$ cat src/smsp_params.svh
`ifndef SMSP_PARAMS_SVH
`define SMSP_PARAMS_SVH

// Reference clock and timebase
`define SMSP_REF_CLK_HZ        10000000
`define SMSP_POLL_TOGGLE_HZ    1000
`define SMSP_TOGGLE_HALF_CYC   (`SMSP_REF_CLK_HZ / (2 * `SMSP_POLL_TOGGLE_HZ))
`define SMSP_TOGGLE_CNT_W      16

// Command codes
`define SMSP_CMD_WRITE_CFG     8'h01
`define SMSP_CMD_READ_CFG      8'h02
`define SMSP_CMD_POLL_CONV     8'h40
`define SMSP_CMD_POLL_INT      8'h50

// Upper nibbles of the conversion-start command families
`define SMSP_START_CELL        4'h1
`define SMSP_START_OPEN        4'h2
`define SMSP_START_TEMP        4'h3
`define SMSP_START_CELL_DIS    4'h6
`define SMSP_START_OPEN_DIS    4'h7

// Configuration group layout, byte 0 in the top bits
`define SMSP_CFG_BITS          48
`define SMSP_CFG_DEFAULT       48'h0000_0000_0000
`define SMSP_CFG_CDC_MSB       42
`define SMSP_CFG_CDC_LSB       40
`define SMSP_CFG_CELL10_BIT    43
`define SMSP_CFG_LEVEL_BIT     44
`define SMSP_CFG_UV_MSB        15
`define SMSP_CFG_UV_LSB        8
`define SMSP_CFG_OV_MSB        7
`define SMSP_CFG_OV_LSB        0
`define SMSP_READ_BITS         56

// Monitor mode settings
`define SMSP_CDC_MONITOR       3'h5
`define SMSP_FACTORY_UV        8'h00
`define SMSP_FACTORY_OV        8'hFF
`define SMSP_BASE_CELLS        4'h5

// Error code
`define SMSP_CRC_POLY          8'h07
`define SMSP_CRC_INIT          8'h00

// Host register offsets and fields
`define SMSP_REG_XFER          4'h0
`define SMSP_REG_RXDATA        4'h4
`define SMSP_REG_STATUS        4'h8
`define SMSP_REG_RELEASE       4'hC
`define SMSP_XFER_KEEP_BIT     8
`define SMSP_HOST_SCLK_HALF    4

`endif

$ cat src/smsp_pkg.sv
`include "smsp_params.svh"

package smsp_pkg;

  typedef enum logic [5:0] {
    DEV_IDLE    = 6'h01,
    DEV_CMD     = 6'h02,
    DEV_WRITE   = 6'h04,
    DEV_READ    = 6'h08,
    DEV_POLL    = 6'h10,
    DEV_MONITOR = 6'h20
  } smsp_dev_state_e;

  typedef enum logic [3:0] {
    HOST_IDLE = 4'h1,
    HOST_LEAD = 4'h2,
    HOST_LOW  = 4'h4,
    HOST_HIGH = 4'h8
  } smsp_host_state_e;

  typedef struct packed {
    smsp_dev_state_e                state;
    logic [2:0]                     sclk_sy;
    logic [2:0]                     cs_sy;
    logic [1:0]                     mosi_sy;
    logic [1:0]                     hs_sy;
    logic [2:0]                     strap_s1;
    logic [2:0]                     strap_s2;
    logic [2:0]                     pin_s1;
    logic [2:0]                     pin_s2;
    logic                           mm_prev;
    logic [2:0]                     bitcnt;
    logic [7:0]                     cmd_sh;
    logic [`SMSP_CFG_BITS-1:0]      wr_sh;
    logic [5:0]                     wr_cnt;
    logic [`SMSP_READ_BITS-1:0]     rd_sh;
    logic [`SMSP_CFG_BITS-1:0]      cfg;
    logic                           low_bit;
    logic                           hs_bit;
    logic                           cs_out;
    logic                           sclk_out;
    logic                           poll_int;
    logic [`SMSP_TOGGLE_CNT_W-1:0]  tog_cnt;
    logic                           tog;
    logic                           start;
  } smsp_dev_s;

  typedef struct packed {
    smsp_host_state_e  state;
    logic [7:0]        cnt;
    logic [2:0]        bitn;
    logic [7:0]        tx;
    logic [7:0]        rx;
    logic              keep;
    logic              cs_n;
    logic              sclk;
    logic              mosi;
    logic [1:0]        miso_sy;
    logic              ack;
    logic [31:0]       rdata;
  } smsp_host_s;

endpackage

$ cat src/smsp_if.sv
// Low side port of the bottom device, facing the controller
interface smsp_if;
  logic chip_select_in_n;
  logic serial_clock_in;
  logic low_side_data;
  logic lsd_o;
  logic lsd_oe;
  logic bottom_data_out;
  logic bottom_data_out_oe;
  logic miso;

  // Pulled-up read line: open-drain output and driven data pin wired together
  assign miso = (bottom_data_out_oe ? bottom_data_out : 1'b1) & (lsd_oe ? lsd_o : 1'b1);

  modport host (
    output chip_select_in_n,
    output serial_clock_in,
    output low_side_data,
    input  miso
  );

  modport dev (
    input  chip_select_in_n,
    input  serial_clock_in,
    input  low_side_data,
    output lsd_o,
    output lsd_oe,
    output bottom_data_out,
    output bottom_data_out_oe
  );
endinterface

$ cat src/smsp_device.sv
`include "smsp_params.svh"

module smsp_device #(
  parameter int TOGGLE_HALF = `SMSP_TOGGLE_HALF_CYC
) (
  // Clock and reset
  input  wire logic                      i_ref_clk,
  input  wire logic                      i_nrst,
  // Low side port
  smsp_if.dev                            link,
  // High side port
  input  wire logic                      i_high_side_data,
  output logic                           o_high_side_data,
  output logic                           o_high_side_data_oe,
  output logic                           o_chip_select_out_n,
  output logic                           o_serial_clock_out,
  // Straps and cell-count pins
  input  wire logic                      i_monitor_mode_strap_n,
  input  wire logic                      i_voltage_signalling_strap,
  input  wire logic                      i_top_of_stack_strap,
  input  wire logic                      i_watchdog_pin_n,
  input  wire logic                      i_gp_pin_two,
  input  wire logic                      i_gp_pin_one,
  // Converter status
  input  wire logic                      i_conv_busy,
  input  wire logic                      i_cell_alarm,
  output logic                           o_start_conv,
  // Effective configuration
  output logic [`SMSP_CFG_BITS-1:0]      o_cfg,
  output logic [2:0]                     o_comparator_duty_cycle,
  output logic [7:0]                     o_undervoltage_threshold,
  output logic [7:0]                     o_overvoltage_threshold,
  output logic                           o_level_poll_select,
  output logic [3:0]                     o_cell_count,
  output logic                           o_monitor_mode,
  output logic                           o_current_mode
);

  smsp_pkg::smsp_dev_s r;
  smsp_pkg::smsp_dev_s n;
  logic                sclk_rise;
  logic                sclk_fall;
  logic                cs_rise;
  logic                cs_fall;
  logic                mm_low;
  logic                mm_rise;
  logic                bottom;
  logic                top;
  logic                level_sel;
  logic                drive_low;
  logic                poll_val;
  logic [7:0]          cmd_byte;

  // CRC-8 over the group, first bit in read order first
  function automatic logic [7:0] crc8(input logic [`SMSP_CFG_BITS-1:0] d);
    logic [7:0] c;
    logic       fb;
    c = `SMSP_CRC_INIT;
    for (int i = `SMSP_CFG_BITS - 1; i >= 0; i--) begin
      fb = c[7] ^ d[i];
      c  = {c[6:0], 1'b0} ^ (fb ? `SMSP_CRC_POLY : 8'h00);
    end
    return c;
  endfunction

  // Edges from the second and third synchroniser stages only
  assign sclk_rise = r.sclk_sy[1] & ~r.sclk_sy[2];
  assign sclk_fall = ~r.sclk_sy[1] & r.sclk_sy[2];
  assign cs_rise   = r.cs_sy[1] & ~r.cs_sy[2];
  assign cs_fall   = ~r.cs_sy[1] & r.cs_sy[2];
  assign mm_low    = ~r.strap_s2[2];
  assign mm_rise   = r.strap_s2[2] & ~r.mm_prev;
  assign bottom    = r.strap_s2[1];
  assign top       = r.strap_s2[0];
  assign level_sel = r.cfg[`SMSP_CFG_LEVEL_BIT];
  assign cmd_byte  = {r.cmd_sh[6:0], r.mosi_sy[1]};

  // Poll answer: busy, or the cell alarm for interrupt polls, holds low, else pass the higher device or originate at the top
  always_comb begin
    poll_val = 1'b0;
    if (!(r.poll_int ? i_cell_alarm : i_conv_busy)) begin
      if (!top) begin
        poll_val = r.hs_sy[1];
      end else begin
        poll_val = level_sel ? 1'b1 : r.tog;
      end
    end
  end

  // Next state
  always_comb begin
    n          = r;
    n.start    = 1'b0;
    n.sclk_sy  = {r.sclk_sy[1:0], link.serial_clock_in};
    n.cs_sy    = {r.cs_sy[1:0], link.chip_select_in_n};
    n.mosi_sy  = {r.mosi_sy[0], link.low_side_data};
    n.hs_sy    = {r.hs_sy[0], i_high_side_data};
    n.strap_s1 = {i_monitor_mode_strap_n, i_voltage_signalling_strap, i_top_of_stack_strap};
    n.strap_s2 = r.strap_s1;
    n.pin_s1   = {i_watchdog_pin_n, i_gp_pin_two, i_gp_pin_one};
    n.pin_s2   = r.pin_s1;
    n.mm_prev  = r.strap_s2[2];
    // Forwarded select and clock share one register delay with forwarded data
    n.cs_out   = r.cs_sy[1];
    n.sclk_out = r.sclk_sy[1];
    // Free-running square wave, unrelated to the serial clock
    if (r.tog_cnt == `SMSP_TOGGLE_CNT_W'(TOGGLE_HALF - 1)) begin
      n.tog_cnt = '0;
      n.tog     = ~r.tog;
    end else begin
      n.tog_cnt = r.tog_cnt + `SMSP_TOGGLE_CNT_W'(1);
    end
    unique case (r.state)
      smsp_pkg::DEV_IDLE: begin
        if (cs_fall) begin
          n.bitcnt = 3'h0;
          n.state  = smsp_pkg::DEV_CMD;
        end
      end
      smsp_pkg::DEV_CMD: begin
        // Command bits pass straight up so every device decodes the same byte
        n.hs_bit = r.mosi_sy[1];
        if (sclk_rise) begin
          n.cmd_sh = cmd_byte;
          n.bitcnt = r.bitcnt + 3'h1;
          if (r.bitcnt == 3'h7) begin
            n.state = smsp_pkg::DEV_IDLE;
            if (cmd_byte == `SMSP_CMD_WRITE_CFG) begin
              n.wr_cnt = 6'h00;
              n.state  = smsp_pkg::DEV_WRITE;
            end else if (cmd_byte == `SMSP_CMD_READ_CFG) begin
              n.rd_sh   = {r.cfg, crc8(r.cfg)};
              n.low_bit = r.cfg[`SMSP_CFG_BITS-1];
              n.state   = smsp_pkg::DEV_READ;
            end else if (cmd_byte == `SMSP_CMD_POLL_CONV) begin
              n.poll_int = 1'b0;
              n.state    = smsp_pkg::DEV_POLL;
            end else if (cmd_byte == `SMSP_CMD_POLL_INT) begin
              n.poll_int = 1'b1;
              n.state    = smsp_pkg::DEV_POLL;
            end else if (cmd_byte[7:4] == `SMSP_START_CELL ||
                         cmd_byte[7:4] == `SMSP_START_OPEN ||
                         cmd_byte[7:4] == `SMSP_START_TEMP ||
                         cmd_byte[7:4] == `SMSP_START_CELL_DIS ||
                         cmd_byte[7:4] == `SMSP_START_OPEN_DIS) begin
              n.start    = 1'b1;
              n.poll_int = 1'b0;
              n.state    = smsp_pkg::DEV_POLL;
            end
          end
        end
      end
      smsp_pkg::DEV_WRITE: begin
        // Our 48 bits act as one stage of the chain shift register
        if (sclk_rise) begin
          n.wr_sh = {r.wr_sh[`SMSP_CFG_BITS-2:0], r.mosi_sy[1]};
          if (r.wr_cnt != 6'(`SMSP_CFG_BITS)) begin
            n.wr_cnt = r.wr_cnt + 6'h01;
          end
        end
        if (sclk_fall) begin
          n.hs_bit = r.wr_sh[`SMSP_CFG_BITS-1];
        end
      end
      smsp_pkg::DEV_READ: begin
        if (sclk_fall) begin
          n.low_bit = r.rd_sh[`SMSP_READ_BITS-1];
        end
        // Higher device data queues behind our group and error byte
        if (sclk_rise) begin
          n.rd_sh = {r.rd_sh[`SMSP_READ_BITS-2:0], r.hs_sy[1]};
        end
      end
      smsp_pkg::DEV_POLL: begin
        n.low_bit = poll_val;
      end
      smsp_pkg::DEV_MONITOR: begin
        n.low_bit = i_cell_alarm ? 1'b0 : r.tog;
      end
    endcase
    // Select rising ends any sequence; only a full write group is committed
    if (cs_rise && r.state != smsp_pkg::DEV_MONITOR) begin
      if (r.state == smsp_pkg::DEV_WRITE && r.wr_cnt == 6'(`SMSP_CFG_BITS)) begin
        n.cfg = r.wr_sh;
      end
      n.state = smsp_pkg::DEV_IDLE;
    end
    // Monitor mode overrides the serial interface entirely
    if (mm_low) begin
      n.cfg     = `SMSP_CFG_DEFAULT;
      n.state   = smsp_pkg::DEV_MONITOR;
      n.low_bit = i_cell_alarm ? 1'b0 : r.tog;
    end else if (mm_rise) begin
      n.cfg   = `SMSP_CFG_DEFAULT;
      n.state = smsp_pkg::DEV_IDLE;
    end
  end

  // State register
  always_ff @(posedge i_ref_clk) begin
    if (!i_nrst) begin
      r          <= '0;
      r.state    <= smsp_pkg::DEV_IDLE;
      r.sclk_sy  <= 3'h7;
      r.cs_sy    <= 3'h7;
      r.strap_s1 <= 3'h4;
      r.strap_s2 <= 3'h4;
      r.mm_prev  <= 1'b1;
      r.cfg      <= `SMSP_CFG_DEFAULT;
      r.low_bit  <= 1'b1;
      r.hs_bit   <= 1'b1;
      r.cs_out   <= 1'b1;
      r.sclk_out <= 1'b1;
    end else begin
      r <= n;
    end
  end

  // Data pins: bottom device answers on the open drain, others on the data pin
  assign drive_low               = r.state inside {smsp_pkg::DEV_READ, smsp_pkg::DEV_POLL,
                                                   smsp_pkg::DEV_MONITOR};
  assign link.bottom_data_out    = 1'b0;
  assign link.bottom_data_out_oe = bottom & drive_low & ~r.low_bit;
  assign link.lsd_o              = r.low_bit;
  assign link.lsd_oe             = ~bottom & drive_low;
  assign o_high_side_data        = r.hs_bit;
  assign o_high_side_data_oe     = ~drive_low;
  assign o_chip_select_out_n     = r.cs_out;
  assign o_serial_clock_out      = r.sclk_out;
  assign o_start_conv            = r.start;

  // Effective settings; monitor mode substitutes fixed values
  assign o_cfg                    = r.cfg;
  assign o_comparator_duty_cycle  = mm_low ? `SMSP_CDC_MONITOR :
                                    r.cfg[`SMSP_CFG_CDC_MSB:`SMSP_CFG_CDC_LSB];
  assign o_undervoltage_threshold = mm_low ? `SMSP_FACTORY_UV :
                                    r.cfg[`SMSP_CFG_UV_MSB:`SMSP_CFG_UV_LSB];
  assign o_overvoltage_threshold  = mm_low ? `SMSP_FACTORY_OV :
                                    r.cfg[`SMSP_CFG_OV_MSB:`SMSP_CFG_OV_LSB];
  assign o_level_poll_select      = level_sel;
  assign o_cell_count             = `SMSP_BASE_CELLS + {1'b0, r.pin_s2};
  assign o_monitor_mode           = mm_low;
  assign o_current_mode           = ~bottom;

endmodule

$ cat src/flat_wrapper.sv
// flat-port wrapper written by rule: the top's interface ports become plain ports
module smsp_device_flat 
#(
  parameter int TOGGLE_HALF = `SMSP_TOGGLE_HALF_CYC
)
  (i_ref_clk, i_nrst, i_high_side_data, o_high_side_data, o_high_side_data_oe, o_chip_select_out_n, o_serial_clock_out, i_monitor_mode_strap_n, i_voltage_signalling_strap, i_top_of_stack_strap, i_watchdog_pin_n, i_gp_pin_two, i_gp_pin_one, i_conv_busy, i_cell_alarm, o_start_conv, o_cfg, o_comparator_duty_cycle, o_undervoltage_threshold, o_overvoltage_threshold, o_level_poll_select, o_cell_count, o_monitor_mode, o_current_mode, link_chip_select_in_n, link_serial_clock_in, link_low_side_data, link_lsd_o, link_lsd_oe, link_bottom_data_out, link_bottom_data_out_oe);
  smsp_if link_i ();
  input  wire logic i_ref_clk;
  input  wire logic i_nrst;
  input  wire logic i_high_side_data;
  output logic o_high_side_data;
  output logic o_high_side_data_oe;
  output logic o_chip_select_out_n;
  output logic o_serial_clock_out;
  input  wire logic i_monitor_mode_strap_n;
  input  wire logic i_voltage_signalling_strap;
  input  wire logic i_top_of_stack_strap;
  input  wire logic i_watchdog_pin_n;
  input  wire logic i_gp_pin_two;
  input  wire logic i_gp_pin_one;
  input  wire logic i_conv_busy;
  input  wire logic i_cell_alarm;
  output logic o_start_conv;
  output logic [`SMSP_CFG_BITS-1:0] o_cfg;
  output logic [2:0] o_comparator_duty_cycle;
  output logic [7:0] o_undervoltage_threshold;
  output logic [7:0] o_overvoltage_threshold;
  output logic o_level_poll_select;
  output logic [3:0] o_cell_count;
  output logic o_monitor_mode;
  output logic o_current_mode;
  input wire logic [$bits(link_i.chip_select_in_n)-1:0] link_chip_select_in_n;
  input wire logic [$bits(link_i.serial_clock_in)-1:0] link_serial_clock_in;
  input wire logic [$bits(link_i.low_side_data)-1:0] link_low_side_data;
  output wire logic [$bits(link_i.lsd_o)-1:0] link_lsd_o;
  output wire logic [$bits(link_i.lsd_oe)-1:0] link_lsd_oe;
  output wire logic [$bits(link_i.bottom_data_out)-1:0] link_bottom_data_out;
  output wire logic [$bits(link_i.bottom_data_out_oe)-1:0] link_bottom_data_out_oe;
  assign link_i.chip_select_in_n = link_chip_select_in_n;
  assign link_i.serial_clock_in = link_serial_clock_in;
  assign link_i.low_side_data = link_low_side_data;
  assign link_lsd_o = link_i.lsd_o;
  assign link_lsd_oe = link_i.lsd_oe;
  assign link_bottom_data_out = link_i.bottom_data_out;
  assign link_bottom_data_out_oe = link_i.bottom_data_out_oe;
  smsp_device #(.TOGGLE_HALF(TOGGLE_HALF)) u_core (.i_ref_clk(i_ref_clk), .i_nrst(i_nrst), .link(link_i), .i_high_side_data(i_high_side_data), .o_high_side_data(o_high_side_data), .o_high_side_data_oe(o_high_side_data_oe), .o_chip_select_out_n(o_chip_select_out_n), .o_serial_clock_out(o_serial_clock_out), .i_monitor_mode_strap_n(i_monitor_mode_strap_n), .i_voltage_signalling_strap(i_voltage_signalling_strap), .i_top_of_stack_strap(i_top_of_stack_strap), .i_watchdog_pin_n(i_watchdog_pin_n), .i_gp_pin_two(i_gp_pin_two), .i_gp_pin_one(i_gp_pin_one), .i_conv_busy(i_conv_busy), .i_cell_alarm(i_cell_alarm), .o_start_conv(o_start_conv), .o_cfg(o_cfg), .o_comparator_duty_cycle(o_comparator_duty_cycle), .o_undervoltage_threshold(o_undervoltage_threshold), .o_overvoltage_threshold(o_overvoltage_threshold), .o_level_poll_select(o_level_poll_select), .o_cell_count(o_cell_count), .o_monitor_mode(o_monitor_mode), .o_current_mode(o_current_mode));
endmodule
$ cat config.mk
export PLATFORM = sky130hd
export DESIGN_NAME = smsp_device_flat
export DESIGN_NICKNAME = d
export VERILOG_FILES = /design/src/smsp_pkg.sv /design/src/smsp_if.sv /design/src/smsp_device.sv /design/src/flat_wrapper.sv
export VERILOG_INCLUDE_DIRS = /design/src
export SDC_FILE = /design/constraint.sdc
export NUM_CORES = 1
export LEC_CHECK = 0
export BUFFER_PORTS_ARGS = -buffer_cell sky130_fd_sc_hd__buf_2
export CAP_MARGIN = 15
export CORE_MARGIN = 2
export CORE_UTILIZATION = 50
export CTS_CLUSTER_DIAMETER = 100
export CTS_CLUSTER_SIZE = 10
export DETAILED_ROUTE_END_ITERATION = 8
export PLACE_DENSITY_LB_ADDON = 0.1
export RECOVER_POWER = 50
export SYNTH_ARGS = -nofsm -noshare
export SYNTH_HDL_FRONTEND = slang
export SYNTH_SLANG_ARGS = --single-unit
export TNS_END_PERCENT = 10
$ cat constraint.sdc
create_clock -name i_ref_clk -period 7.1 [get_ports i_ref_clk]
set_clock_uncertainty 0.2 [all_clocks]
set_input_delay 0.355 -clock i_ref_clk [delete_from_list [all_inputs] [get_ports i_ref_clk]]
set_output_delay 0.355 -clock i_ref_clk [all_outputs]
set_load 0.01 [all_outputs]
* Word-level counts from Yosys, hierarchy flattened
Cells that the tools add are included.
** Word-level totals
- Output and inout bits :: 83
- Logic and storage cells :: 307
- Bits of input ports :: 14
- Bits in registers :: 221
** Cells by class
- Bitwise operators :: 118
- Reductions and logical operators :: 26
- Mux-type cells :: 94
- Eq/ne operators :: 40
- Add/subtract/negate cells :: 4
** Operators with widths (number)
- $xor A8 B8 Y8 :: 47
- $mux W56 :: 3
- $mux W3 :: 50
- $mux W62 :: 2
- $pmux W56 S2 :: 1
- $mux W6 :: 12
- $xor A1 B1 Y1 :: 46
- $ne A5 B5 Y1 const B :: 5
- $pmux W6 S2 :: 2
- $reduce_and A6 Y1 :: 4
- $ne A2 B1 Y1 const B :: 9
- $add A16 B1 Y16 const B :: 1
- $eq A16 B13 Y1 const B :: 1
- $eq A8 B7 Y1 const B :: 2
- $mux W1 :: 16
- $mux W8 :: 2
- $not A1 Y1 :: 16
- $ne A3 B3 Y1 const B :: 5
- $eq A6 B6 Y1 const B :: 2
- $ne A6 B6 Y1 const B :: 2
- $mux W11 :: 1
- $mux W5 :: 2
- $and A1 B1 Y1 :: 8
- $eq A4 B2 Y1 const B :: 2
- 29 further kinds :: 41

* Depth between registers and ports, before layout
Gate-level depths: netlist of the first run.
- Depth in word-level cells :: 146
- Gate-level depth with buffers :: 10
- Mapped depth without buffers :: 10

* Worst setup path after synthesis of the first run
Ideal clock, no wire load.
- Kind :: flip-flop to flip-flop
- From :: register u_core.r, in the netlist u_core.o_cfg[40]
- To :: register u_core.r[73] (netlist bit)
- Path slack :: 3796 ps
- Arrival time :: 2973 ps
- Clock period less this slack :: 3304 ps
- Library setup time :: 131 ps
- Cell stages (with the launch flop) :: 10
- Data required time :: 6769 ps
- Path through :: dfxtp_1 xor3_2 xnor2_1 xnor3_1 xnor3_2 xnor2_2 xnor2_2 xor3_1 nand3_1 a21oi_2
** Between the ends
- Word-level cells in the longest chain between the ends :: 60
** RTL lines
- start: declaration :: RTL line smsp_device.sv:39 : smsp_pkg::smsp_dev_s r;
- start signal: assignment :: RTL line smsp_device.sv:215 : r <= n;
- $xor A1 B1 Y1 * :: RTL line smsp_device.sv:60 : fb = c[7] ^ d[i];
- $mux W3 * :: RTL line smsp_device.sv:61 : c = {c[6:0], 1'b0} ^ (fb ? `SMSP_CRC_POLY : 8'h00);
- $xor A8 B8 Y8 * (6 in series) :: RTL line smsp_device.sv:61
- $xor A1 B1 Y1 / $xor A8 B8 Y8 (equally long branches) :: RTL line smsp_device.sv:60, smsp_device.sv:61
- $mux W3 (tied with other cells) :: RTL line smsp_device.sv:61
- $xor A8 B8 Y8 * (6 in series) :: RTL line smsp_device.sv:61
- $xor A1 B1 Y1 / $xor A8 B8 Y8 (equally long branches) :: RTL line smsp_device.sv:60, smsp_device.sv:61
- $mux W3 (tied with other cells) :: RTL line smsp_device.sv:61
- [... 32 more ...]
- $xor A1 B1 Y1 / $xor A8 B8 Y8 (equally long branches) :: RTL line smsp_device.sv:60, smsp_device.sv:61
- $mux W3 (tied with other cells) :: RTL line smsp_device.sv:61
- $xor A8 B8 Y8 * (3 in series) :: RTL line smsp_device.sv:61
- $mux W56 * :: RTL line smsp_device.sv:131 : end else if (cmd_byte == `SMSP_CMD_READ_CFG) begin
- $mux W56 * :: RTL line smsp_device.sv:128 : if (cmd_byte == `SMSP_CMD_WRITE_CFG) begin
- $mux W62 * :: RTL line smsp_device.sv:126 : if (r.bitcnt == 3'h7) begin
- $mux W62 * :: RTL line smsp_device.sv:123 : if (sclk_rise) begin
- $pmux W56 S2 * :: RTL line smsp_device.sv:113 : unique case (r.state)
Mark *: on every way between the ends. The rest lies on a longest branch, timed or not. The select of a mux whose other input is x is not followed.
A chain may end at the register's enable or synchronous reset.

* Worst setup path in the final report of the first run
- From :: input port i_nrst
- To :: register u_core.r[110] (netlist bit)
** RTL lines
- start: declaration :: RTL line flat_wrapper.sv:9 : input wire logic i_nrst;
No word-level cell between the ends.

==> results of run 1 <==
==> flip-flops by register name, indices dropped and copies added (netlist names) <==
register / count
u_core.cmd_byte: 8
u_core.link.lsd_o: 1
u_core.o_cfg: 48
u_core.n: 13
u_core.o_start_conv: 1
u_core.o_high_side_data: 1
u_core.r: 145
u_core.bottom: 1
==> cell usage in the layout (no fill, tap or decap), types with 3 or more instances in the layout <==
cell and instances:
nand2_1 336, dfxtp_1 218, a21oi_1 118, nor2_1 96
clkbuf_1 72, xnor2_1 62, a311oi_1 48, xnor3_1 30
clkbuf_16 25, buf_2 25, nand2b_1 22, xor2_1 19
and2_1 16, nand3_1 16, o21ai_0 11, and2_0 11
dlygate4sd3_1 11, inv_1 10, nor3_1 7, nand4_1 7
a31oi_1 6, xnor3_2 6, ha_1 6, o211ai_1 5
or3_1 5, buf_4 5, nor2b_1 4, and3_1 4
xnor2_2 4, a21boi_0 4, nor4_1 3, or2_2 3
nor4b_1 3
==> power by group <==
part | internal, mW | switching [mW] | total [mW] | leakage, nW
Clock | 0.629 | 0.459 | 1.09 | 0.320
Sequential | 1.23 | 0.00804 | 1.24 | 1.76
Combinational | 0.0201 | 0.0396 | 0.0597 | 1.89
==> synthesized netlist by cell type, types with 3 or more instances <==
library cell,number
nand3_1,18
nor3_1,7
a21boi_0,4
xnor2_2,4
xnor3_2,6
nor4_1,3
a311oi_1,48
and3_1,5
nand4_1,7
dfxtp_1,218
nand2_1,336
o211ai_1,5
xnor3_1,30
and2_1,26
o21ai_0,11
xnor2_1,62
clkbuf_1,66
ha_1,6
buf_4,49
nor2_1,97
a21oi_1,118
inv_1,10
or2_2,3
nand2b_1,22
buf_2,3
buf_6,3
nor4b_1,3
a31oi_1,6
or3_1,5
nor2b_1,4
xor2_1,19
==> per-layer routing <==
layer,global-route usage,up-vias
li1,-,4082
met1,0.3293,3877
met2,0.3660,139
met3,0.03517,36
met4,0.06143,0
met5,0,-
==> path summary, 6_finish.rpt <==
| check | endpoint | cells after the start |
|---|---|---|
| max | u_core.r[110] | 5 |
| min | u_core.n[192] | 1 |
| max reg2reg | u_core.r[73] | 9 |
| min reg2reg | u_core.n[192] | 1 |
==> area by class of cell <==
class / count / share of cell area
inverters: 11 / 0.003727
clock inverters: 1 / 0.0007674
clock buffers: 26 / 0.05602
multi-input cells: 884 / 0.4771
well taps: 270 / 0.02960
repair buffers: 115 / 0.05043
flip-flops and latches: 218 / 0.3824
==> metrics by stage <==
stage / cell area, um^2 / instances
after floorplan: 10490 / 1236
after global placement: 10730 / 1486
after detailed placement: 10730 / 1486
after CTS: 11490 / 1524
after global routing: 11410 / 1525
final: 11410 / 1525
==> timing repair <==
item / CTS / global route
gates resized for setup: 0 / 0
hold endpoints to repair: 11 / 0
hold buffers: 11 / 0
==> worst max-delay path, stage by stage <==
cell	delay (ns)
buf_2	0.07
clkbuf_1	1.33
clkinvlp_2	1.22
clkbuf_2	1.27
a311oi_1	0.61
==> cell families (layout without fill, tap and decap cells) <==
kind of cell | after synthesis | count (layout) | synth area share
multiplexers | 1 | 1 | 0.0009541
adder cells (fa/ha/maj) | 6 | 6 | 0.007155
XOR/XNOR | 127 | 127 | 0.1655
flip-flops | 218 | 218 | 0.4160
AO/OA/AOI/OAI | 204 | 204 | 0.1211
other | 1 | 1 | 0.0003574
buffers and inverters | 134 | 153 | 0.06798
AND/OR/NAND/NOR | 545 | 545 | 0.2210
==> metrics.txt, run 1 <==
Core Util, Final=0.5587; Highest Signal Layer=met4; flops & latches, synth=218; Clk Latency, worst-skew pair=0.52 ns; Syn Area/Cell=8.488 um^2; Root Buffer=clkbuf_16; max-slew violations=217; vias per std cell=5.334; synth unique cells=57; IR drop worst, VDD=135.8 uV; first-pass GRT wire length=41140 um; worst hold slack=0.2037 ns; DRT met1 WL=12340 um; drt first pass iters=5; failing checks=max-capacitance violations, max-slew violations; dominant cell type by area after synthesis=dfxtp_1; DIE HEIGHT=148.9 um; R2R setup slack=3.46 ns; die area=0.02216 mm^2; CP startpoint kind=input port; RSZ-0062 raised after global routing=false; Hold Startpoint=u_core.n[201]; Slew @ Worst Pin=2.617 ns; Post-synth EDFFs=0; Post-DP HPWL=16300 um; nets@finish=1275; fillers=1952; TritonCTS clock tree=yes; area of the multi-input gates=0.005445 mm^2; Buffers on Ports=95; CTS buffer count=25; asr flop ratio synth=0; Core Box Area=0.02043 mm^2; largest fanout on the critical path=96; vias in the first global route=7624; met2 routed WL=11250 um; IO Count=97; Hold Fails Final Rpt=0; Worst-path clk slew=0.05 ns; top cell type's share of synthesized area=0.4160; crit path time final=4.754 ns; gpl congestion=0.8241; Power Density=209.2 mW/mm^2; crit path DAT=4.93 ns; Routed WL=25190 um; postcts setup bufs=0; Syn Nets=1256; mapped cell area=0.01049 mm^2; dpl ws=3.520 ns; synthesized instance count=1236; Layout area overhead=8.789%; Critical Path RT=7.28 ns; initial core utilization=0.5135; Antenna Cells=0; Total GRT Usage=0.2304; fmax=0.2103 GHz; total power=2.388 mW; register area=0.004364 mm^2; number of max-cap violations=4; top post-synthesis cells by area=dfxtp_1, nand2_1, xnor3_1; DRC viols=0; WS Path Type=in2reg; GRT overflow=0; # rows=52; Crit. End Element=flip-flop; relative slew slack=-0.7445; leakage=3.975 nW; Final ANT Viol Nets=0; Die Span X=148.9 um; fin crit share=0.6696; Worst Setup SP=i_nrst; RR Startpoint=u_core.o_cfg[45]; Setup TNS Final=0 ns; antenna violations before repair=0; Seq/Total Area, Yosys=0.4160; total number of vias=8134; Routed met3 length=1061 um; final setup vio count=0; top_reg_cell synth=dfxtp_1; setup ws final=2.346 ns; Ys Warns=0; CTS H-Tree Depth=1; worst min path class=reg2reg; WL per Instance=16.52 um; total clock sinks=218; largest net degree at the start of global routing=116; status=finished with violations; layout cells sized above 1=0.06614; drt first-iter violations=423; Max Buffers Root-to-Sink=3
Power figures use the tool's default switching activity.
==> run 2: changes to the inputs <==
==> constraint.sdc (replaced) <==
create_clock -name i_ref_clk -period 4.8 [get_ports i_ref_clk]
set_clock_uncertainty 0.2 [all_clocks]
set_input_delay 0.24 -clock i_ref_clk [delete_from_list [all_inputs] [get_ports i_ref_clk]]
set_output_delay 0.24 -clock i_ref_clk [all_outputs]
set_load 0.01 [all_outputs]
==> run 2 against run 1 <==
The run still ends with max-capacitance violations, max-slew violations left; final area stayed put; largest cell class unchanged; clock power is 48% higher; first-iteration DRC count grew 20%; routed wire length hardly changed.
==> metrics.txt, run 2 (synthesis results as in run 1) <==
largest net degree at the start of global routing=98; die area=0.02216 mm^2; gpl congestion=0.8375; CP startpoint kind=flip-flop; CTS Hold Bufs=11; r2r endpoint=u_core.r[73]; RSZ-0062 raised after global routing=false; Largest register FFs=145; most used cell, CP=xnor3_2; most frequent cells in the layout=nand2_1, dfxtp_1, a21oi_1; layout cells sized above 1=0.05981; Die Span X=148.9 um; Hold Fails Final Rpt=0; worst reg2reg path depth=9; TritonCTS clock tree=yes; slowest CP cell=dfxtp_1; Finished Cell Area=0.01141 mm^2; total number of vias=8121; largest fanout on the critical path=7; Root Buffer=clkbuf_16; Top Family by Delay on Critical Path=XOR/XNOR gates; Final ANT Viol Nets=0; Layout area overhead=8.789%; CTS H-Tree Depth=1; first-pass GRT wire length=40520 um; total clock sinks=218; Power Density=309.2 mW/mm^2; most flop-heavy register=u_core.r; drt first-iter violations=509; Buffers on Ports=95; final setup vio count=0; max-slew violations=119; IR drop worst, VDD=229.3 uV; CTS buffer count=25; Slew @ Worst Pin=2.581 ns; vias per std cell=5.329; Clk Latency, worst-skew pair=0.51 ns; Antenna Cells=0; relative slew slack=-0.7208; worst path cell trace=xnor3_1, xnor3_2, xnor3_2, xnor3_2, xnor2_2, xnor2_2, xor3_1, nand3_1, a21oi_2; fin crit share=0.7544; drt first pass iters=5; DIE HEIGHT=148.9 um; dpl ws=1.194 ns; Total GRT Usage=0.2278; post-route insts no fill=1524; RR Startpoint=u_core.o_cfg[47]; commonest non-fill, non-tap cell in the layout=nand2_1; failing checks=max-capacitance violations, max-slew violations; antenna violations before repair=0; # rows=52; nets@finish=1275; vias in the first global route=7399; leakage=3.947 nW; critical path's largest stage delay=0.54 ns; crit path DAT=3.77 ns; fmax=0.2762 GHz; Setup TNS Final=0 ns; WS Path Type=reg2reg; Critical Path RT=4.95 ns; DRC viols=0; Post-DP HPWL=16360 um; Hold Startpoint=u_core.n[201]; status=finished with violations; worst min path class=reg2reg; Placement Cell Area=0.01073 mm^2; Core Util, Final=0.5587; crit path time final=3.621 ns; Worst Hold End=u_core.n[192]; IO Count=97; Buf+Inv Stages, Crit Path=0; initial core utilization=0.5135; Crit. End Element=flip-flop; WHS Path Cells=1; # resized after CTS=0; number of max-cap violations=3; dpl cells=1485; Worst-path clk slew=0.06 ns; R2R setup slack=1.18 ns; WL per Instance=16.53 um; Core Box Area=0.02043 mm^2; Max Buffers Root-to-Sink=3; GRT overflow=0; postcts setup bufs=0; setup ws final=1.179 ns; Routed WL=25190 um
[run 2: final cells by class]
type	instances	area [um^2]
clock buffers	26	639.4
fillers	1960	9016
inverters	11	42.54
multi-input cells	884	5445
flip-flops and latches	218	4364
well taps	270	337.8
repair buffers	115	584.3
[run 2: report_power, final]
part / internal, mW / total (mW) / leakage (nW) / switching (mW)
clock: 0.925 / 1.61 / 0.315 / 0.681
combinational: 0.0294 / 0.0877 / 1.87 / 0.0583
sequential: 1.82 / 1.84 / 1.76 / 0.0121
total: 2.78 / 3.53 / 3.95 / 0.751
[run 2: through the flow]
step,total power [mW],hold slack (ns)
3_3_place_gp,1.957,0.1932
5_1_grt,3.653,0.2429
6_report,3.529,0.2099
2_1_floorplan,1.926,0.1415
4_1_cts,3.574,0.07156
3_5_place_dp,1.957,0.1929
[run 2: how the worst max path moves through the flow]
stage | to | cells after the start | from
global placement | u_core.r[73] | 9 | u_core.o_cfg[47]
finish | u_core.r[73] | 9 | u_core.o_cfg[47]
CTS | u_core.r[73] | 9 | u_core.o_cfg[47]
floorplan | u_core.r[73] | 9 | u_core.o_cfg[40]
global route | u_core.r[84] | 4 | i_nrst
detailed placement | u_core.r[73] | 9 | u_core.o_cfg[47]
[run 2: metal layers]
layer	global-route usage	part of all wire
met3	0.03394	0.045
met4	0.05143	0.018
met2	0.3606	0.45
met1	0.3313	0.49
met5	0	0
==> run 3: changes to the inputs <==
--- a/config.mk
+++ b/config.mk
@@ -6,6 +6,7 @@
 export SDC_FILE = /design/constraint.sdc
 export NUM_CORES = 1
 export LEC_CHECK = 0
+export ABC_AREA = 1
 export BUFFER_PORTS_ARGS = -buffer_cell sky130_fd_sc_hd__buf_2
 export CAP_MARGIN = 15
 export CORE_MARGIN = 2
==> constraint.sdc (replaced) <==
create_clock -name i_ref_clk -period 3.4 [get_ports i_ref_clk]
set_clock_uncertainty 0.2 [all_clocks]
set_input_delay 0.17 -clock i_ref_clk [delete_from_list [all_inputs] [get_ports i_ref_clk]]
set_output_delay 0.17 -clock i_ref_clk [all_outputs]
set_load 0.01 [all_outputs]
==> run 3 against run 2 <==
The run ends with negative setup slack left; core utilization grew 6.1 points; critical path depth grew 24; sequential share of layout area fell by 6.7 points; worst setup slack worse by 1.2 ns; critical path type unchanged; highest routed layer unchanged; cell count up 34%; critical endpoint is now u_core.r[74].
==> metrics.txt, run 3 <==
status=finished with violations; failing checks=negative setup slack; Core Util, Final=0.6192; DIE HEIGHT=155.0 um; Power Density=362.2 mW/mm^2; worst min path class=in2reg; IO Count=97; Slew @ Worst Pin=1.009 ns; WS Path Type=reg2reg; die area=0.02402 mm^2; Post-synth EDFFs=0; Critical Path RT=3.60 ns; most used cell, CP=nand2_1; top cell type's share of synthesized area=0.3828; initial core utilization=0.5066; crit path DAT=3.62 ns; RSZ-0062 raised after global routing=true; Clk Latency, worst-skew pair=0.52 ns; fillers=2048; largest fanout on the critical path=6; mapped cell area=0.01140 mm^2; Hold Fails Final Rpt=0; Total GRT Usage=0.2425; Crit. End Element=flip-flop; Largest register FFs=145; Clk pwr share=0.455; Finished Cell Area=0.01393 mm^2; synth unique cells=41; total number of vias=10900; dominant cell type by area after synthesis=dfxtp_1; GRT overflow=0; flops & latches, synth=218; largest net degree at the start of global routing=99; Root Buffer=clkbuf_16; CTS buffer count=25; nets@finish=1780; top cells by count, synth=nand2_1, dfxtp_1, o21ai_0; first-pass GRT wire length=48560 um; most frequent cells in the layout=nand2_1, dfxtp_1, o21ai_0; leakage=6.168 nW; CP startpoint kind=flip-flop; Sw Ratio=0.2189; most flop-heavy register=u_core.r; WL per Instance=14.90 um; top post-synthesis cells by area=dfxtp_1, nand2_1, o21ai_0; sequential power share=0.511; setup ws final=-0.01692 ns; Core Box Area=0.02250 mm^2; Worst-path clk slew=0.05 ns; Int Pwr=3.942 mW; CTS H-Tree Depth=1; fmax=0.2927 GHz; commonest non-fill, non-tap cell in the layout=nand2_1; final setup vio count=3; worst hold slack=0.1626 ns; asr flop ratio synth=0; IR drop worst, VDD=341.8 uV; Placement Cell Area=0.01207 mm^2; NetSw=1.105 mW; top_reg_cell synth=dfxtp_1; Post-DP HPWL=20150 um; antenna violations before repair=0; TritonCTS clock tree=yes; dpl ws=-0.1182 ns; max-slew violations=0; Routed WL=30470 um; Syn Area/Cell=6.818 um^2; DRC viols=0; drt first-iter violations=697; relative slew slack=0.3268; Antenna Cells=0; Ys Warns=0; number of max-cap violations=0; Setup TNS Final=-0.02285 ns; fin crit share=1.005; Layout area overhead=22.24%; # rows=55; slowest CP cell=dfxtp_4; layout cells sized above 1=0.2551; vias in the first global route=9854; Seq/Total Area, Yosys=0.3828; critical path's largest stage delay=0.40 ns; Syn Nets=1692; Max Buffers Root-to-Sink=3; Final ANT Viol Nets=0; Die Span X=155.0 um; vias per std cell=5.331; total clock sinks=218; most numerous cell in the Yosys netlist=nand2_1; drt first pass iters=5; crit path time final=3.417 ns; gpl congestion=0.8952; Buffers on Ports=95; Comb pwr share=0.034; synthesized instance count=1672
-- run 3: final timing paths --
path,from,to,slack (ns),cells past startpoint
setup / recovery,u_core.o_cfg[47],u_core.r[74],-0.02,33
setup reg to reg,u_core.o_cfg[47],u_core.r[74],-0.02,33
hold reg to reg,u_core.n[199],u_core.r[199],0.21,2
hold / removal,link_chip_select_in_n,u_core.n[210],0.16,3
-- run 3: logic make-up (layout without fill, tap and decap cells) --
family	count (synthesis)	in the layout	share of synthesized area
AO/OA/AOI/OAI	320	320	0.1498
XOR/XNOR	14	14	0.01076
adder cells (fa/ha/maj)	6	6	0.006585
buffers and inverters	295	383	0.1152
flip-flops	218	218	0.3828
multiplexers	1	1	0.0008781
other	1	1	0.0003290
AND/OR/NAND/NOR	817	817	0.3336
-- run 3: critical path, delay by kind of cell (launching register included) --
family | cells | cell delay (ns)
buffers and inverters | 3 | 0.30
and+or+nand+nor | 29 | 2.32
AOI/OAI and AO/OA | 1 | 0.05
DFF | 1 | 0.40
-- run 3: metrics by stage --
stage,total power [mW],std cells
6_report,5.048,2045
5_1_grt,5.216,2045
4_1_cts,5.109,2037
3_5_place_dp,2.793,1991
3_3_place_gp,2.792,1991
2_1_floorplan,2.736,1672
-- run 3: power by group through the flow --
stage	combinational (mW)	clock (mW)	sequential [mW]
after floorplan	0.0980	0	2.64
after global placement	0.153	0	2.64
after detailed placement	0.154	0	2.64
after CTS	0.170	2.36	2.58
after global routing	0.191	2.45	2.58
final	0.172	2.30	2.58
-- run 3: layout make-up --
class / count / area [um^2] / area share
Multi-Input combinational cell: 1159 / 6666 / 0.4784
Sequential cell: 218 / 4393 / 0.3153
Timing Repair Buffer: 181 / 1191 / 0.08548
Inverter: 175 / 679.4 / 0.04876
Clock buffer: 26 / 639.4 / 0.04588
Tap cell: 285 / 356.6 / 0.02559
Clock inverter: 1 / 8.758 / 0.0006285
-- run 3: per-layer routing --
layer	part of all wire	GRT usage
met5	0	0
met4	0.025	0.06173
met3	0.047	0.03593
met2	0.46	0.4047
met1	0.46	0.3304
-- run 3: what timing repair did --
item,in CTS,in global routing
endpoints found under the setup margin,7,8
buffers inserted,0,8
hold endpoints to repair,53,0
hold buffers,19,0
gates resized for setup,15,235
pin swaps,0,93
